==> src/logic/sbsp_defines.svh <==
// Widths, reset values and constants of the burst SRAM port control
`ifndef SBSP_DEFINES_SVH
`define SBSP_DEFINES_SVH

`define SBSP_ADDR_W   20
`define SBSP_DATA_W   36
`define SBSP_LANES    4
`define SBSP_LANE_W   9
`define SBSP_CNT_W    2

`define SBSP_ADDR_RST 20'h00000
`define SBSP_DATA_RST 36'h000000000
`define SBSP_CNT_RST  2'h0
`define SBSP_CNT_ONE  2'h1
`define SBSP_WE_NONE  4'h0
`define SBSP_WE_ALL   4'hF

`endif

==> src/logic/sbsp_pkg.sv <==
// Types shared by the burst SRAM port control
package sbsp_pkg;

	// Selection state, loaded only on address cycles
	typedef enum logic [0:0] {
		SBSP_DESEL = 1'b0,
		SBSP_SEL   = 1'b1
	} sbsp_sel_t;

	// Burst order taken from the strap
	typedef enum logic [0:0] {
		SBSP_LINEAR     = 1'b0,
		SBSP_INTERLEAVE = 1'b1
	} sbsp_order_t;

endpackage : sbsp_pkg

==> src/logic/sbsp_port_ctrl.sv <==
// Synchronous control front end of a pipelined burst SRAM
`timescale 1ns/1ns
`include "sbsp_defines.svh"

// Functional notes
// Capture address on strobe with valid selects
// Captured low two bits seed burst counter
// Lane write needs lane select and qualifier
// All-byte strobe writes every lane
// All inputs except output enable sampled on rising clock only
// Burst advance low steps counter, else hold
// Processor strobe ignored while first select high
// Selected only for low, high, low selects
// Chip selects sampled only on address loads
// Ball-grid variant treats third select active
// Output enable low drives data, high tristates
// Output enable acts without waiting for clock
// First read clock after deselect stays undriven
// Both strobes low: processor strobe wins
// Controller holds qualifier low for lane writes
// Strap: low linear, high interleaved, static
// Tristate on writes, after deselect, when deselected
// Linear adds count, interleaved XORs count
// Write data with write controls, enable high
module sbsp_port_ctrl (
	// Clock, reset, clock enable
	input  wire logic                        CLK,
	input  wire logic                        RST,
	input  wire logic                        CE,
	// Address and strobes
	input  wire logic [`SBSP_ADDR_W-1:0]     ADDR_IN,
	input  wire logic                        PROCESSOR_ADDRESS_STROBE_N,
	input  wire logic                        CONTROLLER_ADDRESS_STROBE_N,
	input  wire logic                        BURST_ADVANCE_N,
	// Chip selects and package variant
	input  wire logic                        CHIP_SELECT_FIRST_LOW_N,
	input  wire logic                        CHIP_SELECT_SECOND_HIGH,
	input  wire logic                        CHIP_SELECT_THIRD_LOW_N,
	input  wire logic                        BALL_GRID_PACKAGE,
	// Write controls
	input  wire logic [`SBSP_LANES-1:0]      BYTE_LANE_WRITE_SELECTS_N,
	input  wire logic                        BYTE_WRITE_QUALIFIER_N,
	input  wire logic                        ALL_BYTE_WRITE_STROBE_N,
	// Burst order strap, output drive enable
	input  wire logic                        BURST_ORDER_SEL,
	input  wire logic                        OUTPUT_DRIVE_ENABLE_N,
	// Data pins, split three ways
	input  wire logic [`SBSP_DATA_W-1:0]     DQ_IN,
	output logic      [`SBSP_DATA_W-1:0]     DQ_OUT,
	output logic                             DQ_OE_N,
	// Memory array side
	input  wire logic [`SBSP_DATA_W-1:0]     MEM_RDATA,
	output logic      [`SBSP_ADDR_W-1:0]     MEM_ADDR,
	output logic      [`SBSP_LANES-1:0]      MEM_WE,
	output logic      [`SBSP_DATA_W-1:0]     MEM_WDATA
);

	// ------------------------------------------------------------
	// Declarations
	// ------------------------------------------------------------
	sbsp_pkg::sbsp_sel_t           sel;
	sbsp_pkg::sbsp_sel_t           next_sel;
	sbsp_pkg::sbsp_order_t         order;
	logic [`SBSP_ADDR_W-1:0]       base;
	logic [`SBSP_ADDR_W-1:0]       next_base;
	logic [`SBSP_CNT_W-1:0]        cnt;
	logic [`SBSP_CNT_W-1:0]        next_cnt;
	logic [`SBSP_LANES-1:0]        next_we;
	logic                          drive_block;
	logic                          next_block;
	logic                          sel_now;
	logic                          ps_take;
	logic                          load;
	logic                          wr_cycle;

	// ------------------------------------------------------------
	// Burst sequence
	// ------------------------------------------------------------
	function automatic logic [`SBSP_CNT_W-1:0] burst_low(
		input sbsp_pkg::sbsp_order_t  ord,
		input logic [`SBSP_CNT_W-1:0] seed,
		input logic [`SBSP_CNT_W-1:0] step
	);
		if (ord == sbsp_pkg::SBSP_INTERLEAVE) begin
			burst_low = seed ^ step;
		end else begin
			burst_low = seed + step;
		end
	endfunction

	// ------------------------------------------------------------
	// Address cycle decode
	// ------------------------------------------------------------
	// Third select is not bonded out on the ball-grid variant
	assign sel_now = !CHIP_SELECT_FIRST_LOW_N & CHIP_SELECT_SECOND_HIGH &
		(BALL_GRID_PACKAGE | !CHIP_SELECT_THIRD_LOW_N);

	// Processor strobe only counts with the first select low
	assign ps_take = !PROCESSOR_ADDRESS_STROBE_N & !CHIP_SELECT_FIRST_LOW_N;

	// Controller strobe also loads, but loses to a taken processor strobe
	assign load = ps_take | !CONTROLLER_ADDRESS_STROBE_N;

	// ------------------------------------------------------------
	// Next state
	// ------------------------------------------------------------
	always_comb begin
		next_sel  = sel;
		next_base = base;
		next_cnt  = cnt;
		if (load) begin
			// Selects set the selection here only; the first select also gates ps_take
			next_sel = sel_now ? sbsp_pkg::SBSP_SEL : sbsp_pkg::SBSP_DESEL;
			if (sel_now) begin
				next_base = ADDR_IN;
				next_cnt  = `SBSP_CNT_RST;
			end
		end else if (sel == sbsp_pkg::SBSP_SEL && !BURST_ADVANCE_N) begin
			next_cnt = cnt + `SBSP_CNT_ONE;
		end
	end

	// A processor-strobe start is always a read start; write
	// controls on that edge are disregarded
	assign wr_cycle = !ps_take && next_sel == sbsp_pkg::SBSP_SEL;

	always_comb begin
		if (!wr_cycle) begin
			next_we = `SBSP_WE_NONE;
		end else if (!ALL_BYTE_WRITE_STROBE_N) begin
			next_we = `SBSP_WE_ALL;
		end else if (!BYTE_WRITE_QUALIFIER_N) begin
			next_we = ~BYTE_LANE_WRITE_SELECTS_N;
		end else begin
			// Qualifier high and all-byte strobe high: a read
			next_we = `SBSP_WE_NONE;
		end
	end

	// Outputs held off when deselected, on the first clock out of
	// deselect and through the data phase of a write
	always_comb begin
		next_block = 1'b0;
		if (next_sel == sbsp_pkg::SBSP_DESEL) begin
			next_block = 1'b1;
		end else if (load && sel == sbsp_pkg::SBSP_DESEL) begin
			next_block = 1'b1;
		end else if (next_we != `SBSP_WE_NONE) begin
			next_block = 1'b1;
		end
	end

	// ------------------------------------------------------------
	// Strap capture
	// ------------------------------------------------------------
	// Caught while reset is held; the strap is meant to stay put,
	// so later wiggles on the pin are not followed
	always_ff @(posedge CLK) begin
		if (RST) begin
			order <= sbsp_pkg::sbsp_order_t'(BURST_ORDER_SEL);
		end
	end

	// ------------------------------------------------------------
	// Selection and burst counter
	// ------------------------------------------------------------
	always_ff @(posedge CLK) begin
		if (RST) begin
			sel  <= sbsp_pkg::SBSP_DESEL;
			base <= `SBSP_ADDR_RST;
			cnt  <= `SBSP_CNT_RST;
		end else if (CE) begin
			sel  <= next_sel;
			base <= next_base;
			cnt  <= next_cnt;
		end
	end

	// ------------------------------------------------------------
	// Array address and write strobes
	// ------------------------------------------------------------
	always_ff @(posedge CLK) begin
		if (RST) begin
			MEM_ADDR  <= `SBSP_ADDR_RST;
			MEM_WE    <= `SBSP_WE_NONE;
			MEM_WDATA <= `SBSP_DATA_RST;
		end else if (CE) begin
			MEM_ADDR  <= {next_base[`SBSP_ADDR_W-1:`SBSP_CNT_W],
				burst_low(order, next_base[`SBSP_CNT_W-1:0], next_cnt)};
			MEM_WE    <= next_we;
			MEM_WDATA <= DQ_IN;
		end
	end

	// ------------------------------------------------------------
	// Data output path
	// ------------------------------------------------------------
	always_ff @(posedge CLK) begin
		if (RST) begin
			drive_block <= 1'b1;
			DQ_OUT      <= `SBSP_DATA_RST;
		end else if (CE) begin
			drive_block <= next_block;
			DQ_OUT      <= MEM_RDATA;
		end
	end

	// The enable pin is not retimed: it must turn the pins around
	// within the cycle, so this is the one output not from a flop
	assign DQ_OE_N = OUTPUT_DRIVE_ENABLE_N | drive_block;

	// ------------------------------------------------------------
	// Checks
	// ------------------------------------------------------------
	AST_LOAD_ADDR:
		assert property (@(posedge CLK) disable iff (RST)
			CE && load && sel_now |=> MEM_ADDR == $past(ADDR_IN) && cnt == `SBSP_CNT_RST)
		else $error("Address not captured on a selected load");

	AST_SEED_LOW:
		assert property (@(posedge CLK) disable iff (RST)
			CE && load && sel_now |=> MEM_ADDR[1:0] == $past(ADDR_IN[1:0]))
		else $error("Low address bits not seeded");

	AST_LANE_WRITE:
		assert property (@(posedge CLK) disable iff (RST)
			CE && wr_cycle && ALL_BYTE_WRITE_STROBE_N |=>
			MEM_WE == ($past(BYTE_WRITE_QUALIFIER_N) ? `SBSP_WE_NONE :
				~$past(BYTE_LANE_WRITE_SELECTS_N)))
		else $error("Lane write strobes wrong");

	AST_ALL_WRITE:
		assert property (@(posedge CLK) disable iff (RST)
			CE && wr_cycle && !ALL_BYTE_WRITE_STROBE_N |=> MEM_WE == `SBSP_WE_ALL)
		else $error("All-byte write missed a lane");

	AST_FREEZE:
		assert property (@(posedge CLK) disable iff (RST)
			!CE |=> $stable(MEM_ADDR) && $stable(MEM_WE) && $stable(sel))
		else $error("State moved with clock enable low");

	AST_BURST_STEP:
		assert property (@(posedge CLK) disable iff (RST)
			CE && !load && sel == sbsp_pkg::SBSP_SEL && !BURST_ADVANCE_N |=>
			cnt == $past(cnt) + `SBSP_CNT_ONE)
		else $error("Burst counter did not step");

	AST_BURST_HOLD:
		assert property (@(posedge CLK) disable iff (RST)
			CE && !load && BURST_ADVANCE_N |=> $stable(cnt) && $stable(MEM_ADDR))
		else $error("Burst address moved without advance");

	AST_STROBE_IGNORED:
		assert property (@(posedge CLK) disable iff (RST)
			CE && !PROCESSOR_ADDRESS_STROBE_N && CHIP_SELECT_FIRST_LOW_N &&
			CONTROLLER_ADDRESS_STROBE_N && BURST_ADVANCE_N |=> $stable(MEM_ADDR))
		else $error("Processor strobe acted with first select high");

	AST_DESELECT:
		assert property (@(posedge CLK) disable iff (RST)
			CE && load && !sel_now |=> sel == sbsp_pkg::SBSP_DESEL &&
			MEM_WE == `SBSP_WE_NONE)
		else $error("Device not deselected");

	AST_BALL_GRID:
		assert property (@(posedge CLK) disable iff (RST)
			CE && load && BALL_GRID_PACKAGE && !CHIP_SELECT_FIRST_LOW_N &&
			CHIP_SELECT_SECOND_HIGH |=> sel == sbsp_pkg::SBSP_SEL)
		else $error("Third select not ignored on ball-grid variant");

	AST_SEL_HOLD:
		assert property (@(posedge CLK) disable iff (RST)
			CE && !load |=> $stable(sel))
		else $error("Selection changed outside an address load");

	AST_FIRST_READ:
		assert property (@(posedge CLK) disable iff (RST)
			CE && load && sel_now && sel == sbsp_pkg::SBSP_DESEL |=> DQ_OE_N)
		else $error("Pins driven on first clock after deselect");

	AST_PROC_WINS:
		assert property (@(posedge CLK) disable iff (RST)
			CE && ps_take && !CONTROLLER_ADDRESS_STROBE_N |=> MEM_WE == `SBSP_WE_NONE)
		else $error("Controller strobe acted beside processor strobe");

	AST_DESEL_TRI:
		assert property (@(posedge CLK) disable iff (RST)
			sel == sbsp_pkg::SBSP_DESEL || MEM_WE != `SBSP_WE_NONE |-> DQ_OE_N)
		else $error("Pins driven while deselected or writing");

	AST_LINEAR:
		assert property (@(posedge CLK) disable iff (RST)
			CE && !load && sel == sbsp_pkg::SBSP_SEL && !BURST_ADVANCE_N &&
			order == sbsp_pkg::SBSP_LINEAR |=>
			MEM_ADDR[1:0] == $past(MEM_ADDR[1:0]) + `SBSP_CNT_ONE)
		else $error("Linear burst order wrong");

	AST_INTERLEAVE:
		assert property (@(posedge CLK) disable iff (RST)
			CE && !load && sel == sbsp_pkg::SBSP_SEL &&
			order == sbsp_pkg::SBSP_INTERLEAVE |=>
			(MEM_ADDR[1:0] ^ $past(MEM_ADDR[1:0])) == (cnt ^ $past(cnt)))
		else $error("Interleaved burst order wrong");

endmodule // sbsp_port_ctrl

==> config.mk <==
export PLATFORM = sky130hd
export DESIGN_NAME = sbsp_port_ctrl
export DESIGN_NICKNAME = d
export VERILOG_FILES = /design/src/logic/sbsp_pkg.sv /design/src/logic/sbsp_port_ctrl.sv
export VERILOG_INCLUDE_DIRS = /design/src /design/src/logic
export SDC_FILE = /design/constraint.sdc
export NUM_CORES = 1
export LEC_CHECK = 0
export BUFFER_PORTS_ARGS = -buffer_cell sky130_fd_sc_hd__buf_2
export CORE_ASPECT_RATIO = 1.75
export CORE_MARGIN = 4
export CORE_UTILIZATION = 45
export CTS_CLUSTER_DIAMETER = 120
export DETAILED_ROUTE_END_ITERATION = 16
export PLACE_DENSITY = 0.8
export SYNTH_ARGS = -nofsm -noshare
export SYNTH_HDL_FRONTEND = slang
export SYNTH_SLANG_ARGS = --single-unit
==> constraint.sdc <==
create_clock -name CLK -period 2.7 [get_ports CLK]
set_input_delay 0.675 -clock CLK [delete_from_list [all_inputs] [get_ports CLK]]
set_output_delay 0.675 -clock CLK [all_outputs]
set_load 0.005 [all_outputs]
==> impl_results.md <==
- Combinational family with the most area after synthesis: multiplexers
- Capture point of the worst path: MEM_ADDR[1]$_SDFFE_PP0P_
- Post-route DRC: 0
- Post-synthesis share of cell area spent on full adders, half adders and majority gates: 0.3169%
- Area taken by multi-input logic gates: 0.001618 mm²
- Worst hold margin: 451.8 ps
- Number of violations reported at the end of detailed-routing iteration 0: 95
- Buffers inserted during post-CTS setup optimization: 0
- Number of gates resized after cts: 0
- Start-to-end type of the worst setup path: input port to register
- Die Height: 131.9 µm
- Total Negative Setup Slacks: 0 ps
- Global-route total usage across every layer: between 10% and 20%
- Worst slew pin tran: between 500 and 600 ps
- Finished Core Util: 61.32%
- Count of endpoints failing hold in the final timing report: 0
- Pin count of the biggest net entering global routing: 48
- Cell with the largest stage delay on the worst path: sky130_fd_sc_hd__mux2_2
- Share of async-settable or async-resettable flops after synthesis: 0%
- Peak fanout along the critical path: 4
- Critical path's largest stage delay: about 320 ps
- Area share of and/or/nand/nor cells after synthesis: 14.92%
- Max-slew violation count: 0
- Number of antenna violations at the first check in global routing: 0
- Worst Skew: 1.843 ps
- Most frequent cells in the layout: sky130_fd_sc_hd__buf_2, sky130_fd_sc_hd__dfxtp_1, sky130_fd_sc_hd__nor2_1, sky130_fd_sc_hd__mux2i_1, sky130_fd_sc_hd__nand2_1
- Detailed Route WL: around 10 mm
- Most used DFF post-synth: sky130_fd_sc_hd__dfxtp_1
- Cell repeated most along the worst path: sky130_fd_sc_hd__nand3_1
- Complex-gate fraction of the synthesized area: 6.939%
- Area growth syn-to-layout: 33.78%
- Number of port buffers: 206
- Clock Tree Root: sky130_fd_sc_hd__clkbuf_16
- Area used by sequential logic in the layout: between 0.002 and 0.0025 mm²
- Slew Limit Headroom: 66.57%
- Final critical-path required period: a little over 2000 ps
- Post-synthesis area per instance: 9.584 µm²
- Fill cell total of the finished layout: roughly 750
- Arrival time worst endpoint: around 2300 ps
- TritonCTS Buffers: 9
- Mux cell area share after synthesis: 18.79%
- Placeable core area: 0.008615 mm²
- Ratio of total power to cell area: 645.0 mW/mm²
- Hold_buf cts: 0
- Initial DRT Pass Iterations: 4
- Count of endpoints failing setup in the final report: 0
- Number of enable flip-flop cells after synthesis: 1
- Required @ worst endpoint: 2980 ps
- Routability-driven placement congestion ratio: 0.8097
- Count of vias placed by the detailed router: around 3400
- Wire length per cell: 13.74 µm
- Synth cell types: 35
- Most common cell after layout, fill and taps aside: sky130_fd_sc_hd__buf_2
- Final worst-path cycle share: 74.94%
- Worst reg2reg endpoint: MEM_ADDR[1]$_SDFFE_PP0P_
- Achievable clock frequency: 0.4942 GHz
- Register bit total from synthesis: 103
- Cell row count: 45
- Proportion of synthesized chip area in sequential cells: 52.47%
- Status: finished clean
- Depth of the worst hold-timing path: 2
- Area of the die: 0.01040 mm²
- Deepest clock path buffer count: 2
- Final WS setup: 676.6 ps
- Mean number of vias per cell: ~4.8
- Clock Pin Slew Worst Setup and Hold Paths: about 60 ps
- Die W: a little under 80 µm
- Peak supply drop: approximately 0.42 mV
- Number of top-level pins: 207
- CTS Sinks: 103
- Final standard cell area without fillers: 0.005283 mm²
- Number of nets in the finished design: 704
- Maxcap violations: 0
- RSZ-0062 raised after global routing: no
- Post-placement cell area: between 0.004 and 0.005 mm²
- Reg-to-reg setup timing slack: 830 ps
- H-Tree Depth: 3
- Clock tree from TritonCTS: built
- Final global-route overflow total: 0
- Clock insertion delay at the later pin of the skew report: 330 ps
- Instance count of the mapped netlist: slightly above 400
- Remaining antenna violation count after routing: 0
- Worst Setup SP: CHIP_SELECT_FIRST_LOW_N
- Length in cells of the worst reg-to-reg path: 7
- Startpoint of the lowest-slack register-to-register path: sel$_SDFFE_PP0P_
- Fraction of layout instances using a drive strength above 1: 39.30%
- Via count of the first global-routing pass: 3538
- HPWL Detailed: 7.619 mm
- Endpoint type of the worst setup path: register
- Number of inserted diodes: 0
- Synth warn: 0
- CP startpoint kind: input port
- Static leakage power: 2.711 nW
- Worst Setup Slack post-DPL: between 300 and 400 ps
- Syn_nets: about 520
- Synth Area in XOR/XNOR: 0%
- Cells traversed along the worst timing path: buf_2 -> nor2b_1 -> nand3_1 -> mux2_2 -> ha_1 -> nand2b_1 -> nand3_1 -> a311oi_1 -> a41o_1
- Class of the tightest hold or removal check: register to register
- Synthesized cell area: 0.003949 mm²
- First-pass GRT wire length: 15.64 mm
- Initial Utilization: 45.84%
## layer usage
layer  part of all wire (%)  GRT usage (%)
met5                      0              0
met4                    2.3          7.361
met3                    7.0          5.198
met2                     55          34.53
met1                     36          19.11
## layout make-up
| cell class | instances | share of cell area, % |
|---|---|---|
| tap | 117 | 2.771 |
| inverter | 3 | 0.2132 |
| clock buffer | 10 | 4.524 |
| multi-input combinational | 264 | 30.63 |
| clock inverter | 6 | 1.753 |
| timing repair buffer | 212 | 20.89 |
| sequential | 103 | 39.22 |
## cells in the mapped netlist (2+ instances only)
cell,count,area share [%]
sky130_fd_sc_hd__buf_2,10,1.3
sky130_fd_sc_hd__a21oi_1,21,2.7
sky130_fd_sc_hd__nor2_1,82,7.8
sky130_fd_sc_hd__clkbuf_1,13,1.2
sky130_fd_sc_hd__inv_1,3,0.29
sky130_fd_sc_hd__nand2_1,45,4.3
sky130_fd_sc_hd__nand4_1,3,0.48
sky130_fd_sc_hd__nor2b_1,2,0.32
sky130_fd_sc_hd__o21ai_0,8,1.0
sky130_fd_sc_hd__nand2b_1,3,0.48
sky130_fd_sc_hd__nand3_1,4,0.51
sky130_fd_sc_hd__a22oi_1,4,0.76
sky130_fd_sc_hd__dfxtp_1,102,52
sky130_fd_sc_hd__or2_2,2,0.32
sky130_fd_sc_hd__mux2i_1,73,19
sky130_fd_sc_hd__buf_4,18,3.4
## kinds of logic after synthesis
family | count (synthesis)
AND/OR/NAND/NOR | 145
flip-flops | 103
multiplexers | 74
buffers and inverters | 45
AO/OA/AOI/OAI | 44
adder cells (fa/ha/maj) | 1
## sequential cells by signal, summed over array words and instances, names as in the netlist
name / flops
drive_block: 1
sel: 1
cnt: 2
MEM_WE: 4
DQ_OUT: 36
base: 20
MEM_ADDR: 2
MEM_WDATA: 36
order: 1
## stage by stage
| step | power (W) | instances |
|---|---|---|
| 6_report | 0.003407 | 715 |
| 5_1_grt | 0.003556 | 715 |
| 4_1_cts | 0.003454 | 715 |
| 3_5_place_dp | 0.002052 | 699 |
| 3_3_place_gp | 0.002037 | 699 |
| 2_1_floorplan | 0.001863 | 412 |
## critical path, delay by kind of cell
| family | cells | cell delay, ps |
|---|---|---|
| buf+inv | 1 | 120 |
| compound gates | 2 | 390 |
| simple gates | 4 | 600 |
| mux | 1 | 320 |
| fa+ha+maj | 1 | 200 |
## worst min path at each step
stage / start / slack, ps / to
after floorplan: base[0]$_SDFFE_PP0P_ / 430 / base[0]$_SDFFE_PP0P_
after global placement: base[4]$_SDFFE_PP0P_ / 440 / base[4]$_SDFFE_PP0P_
after detailed placement: base[6]$_SDFFE_PP0P_ / 450 / base[6]$_SDFFE_PP0P_
after CTS: base[6]$_SDFFE_PP0P_ / 450 / base[6]$_SDFFE_PP0P_
after global routing: base[14]$_SDFFE_PP0P_ / 470 / base[14]$_SDFFE_PP0P_
final: base[3]$_SDFFE_PP0P_ / 450 / base[3]$_SDFFE_PP0P_
## power by group
part / internal, W / switching (W) / leakage, nW
clock: 0.000842 / 0.000550 / 0.155
combinational: 0.000192 / 0.000183 / 1.71
sequential: 0.00160 / 0.0000398 / 0.848
total: 0.00263 / 0.000773 / 2.71
Power figures use the tool's default switching activity.
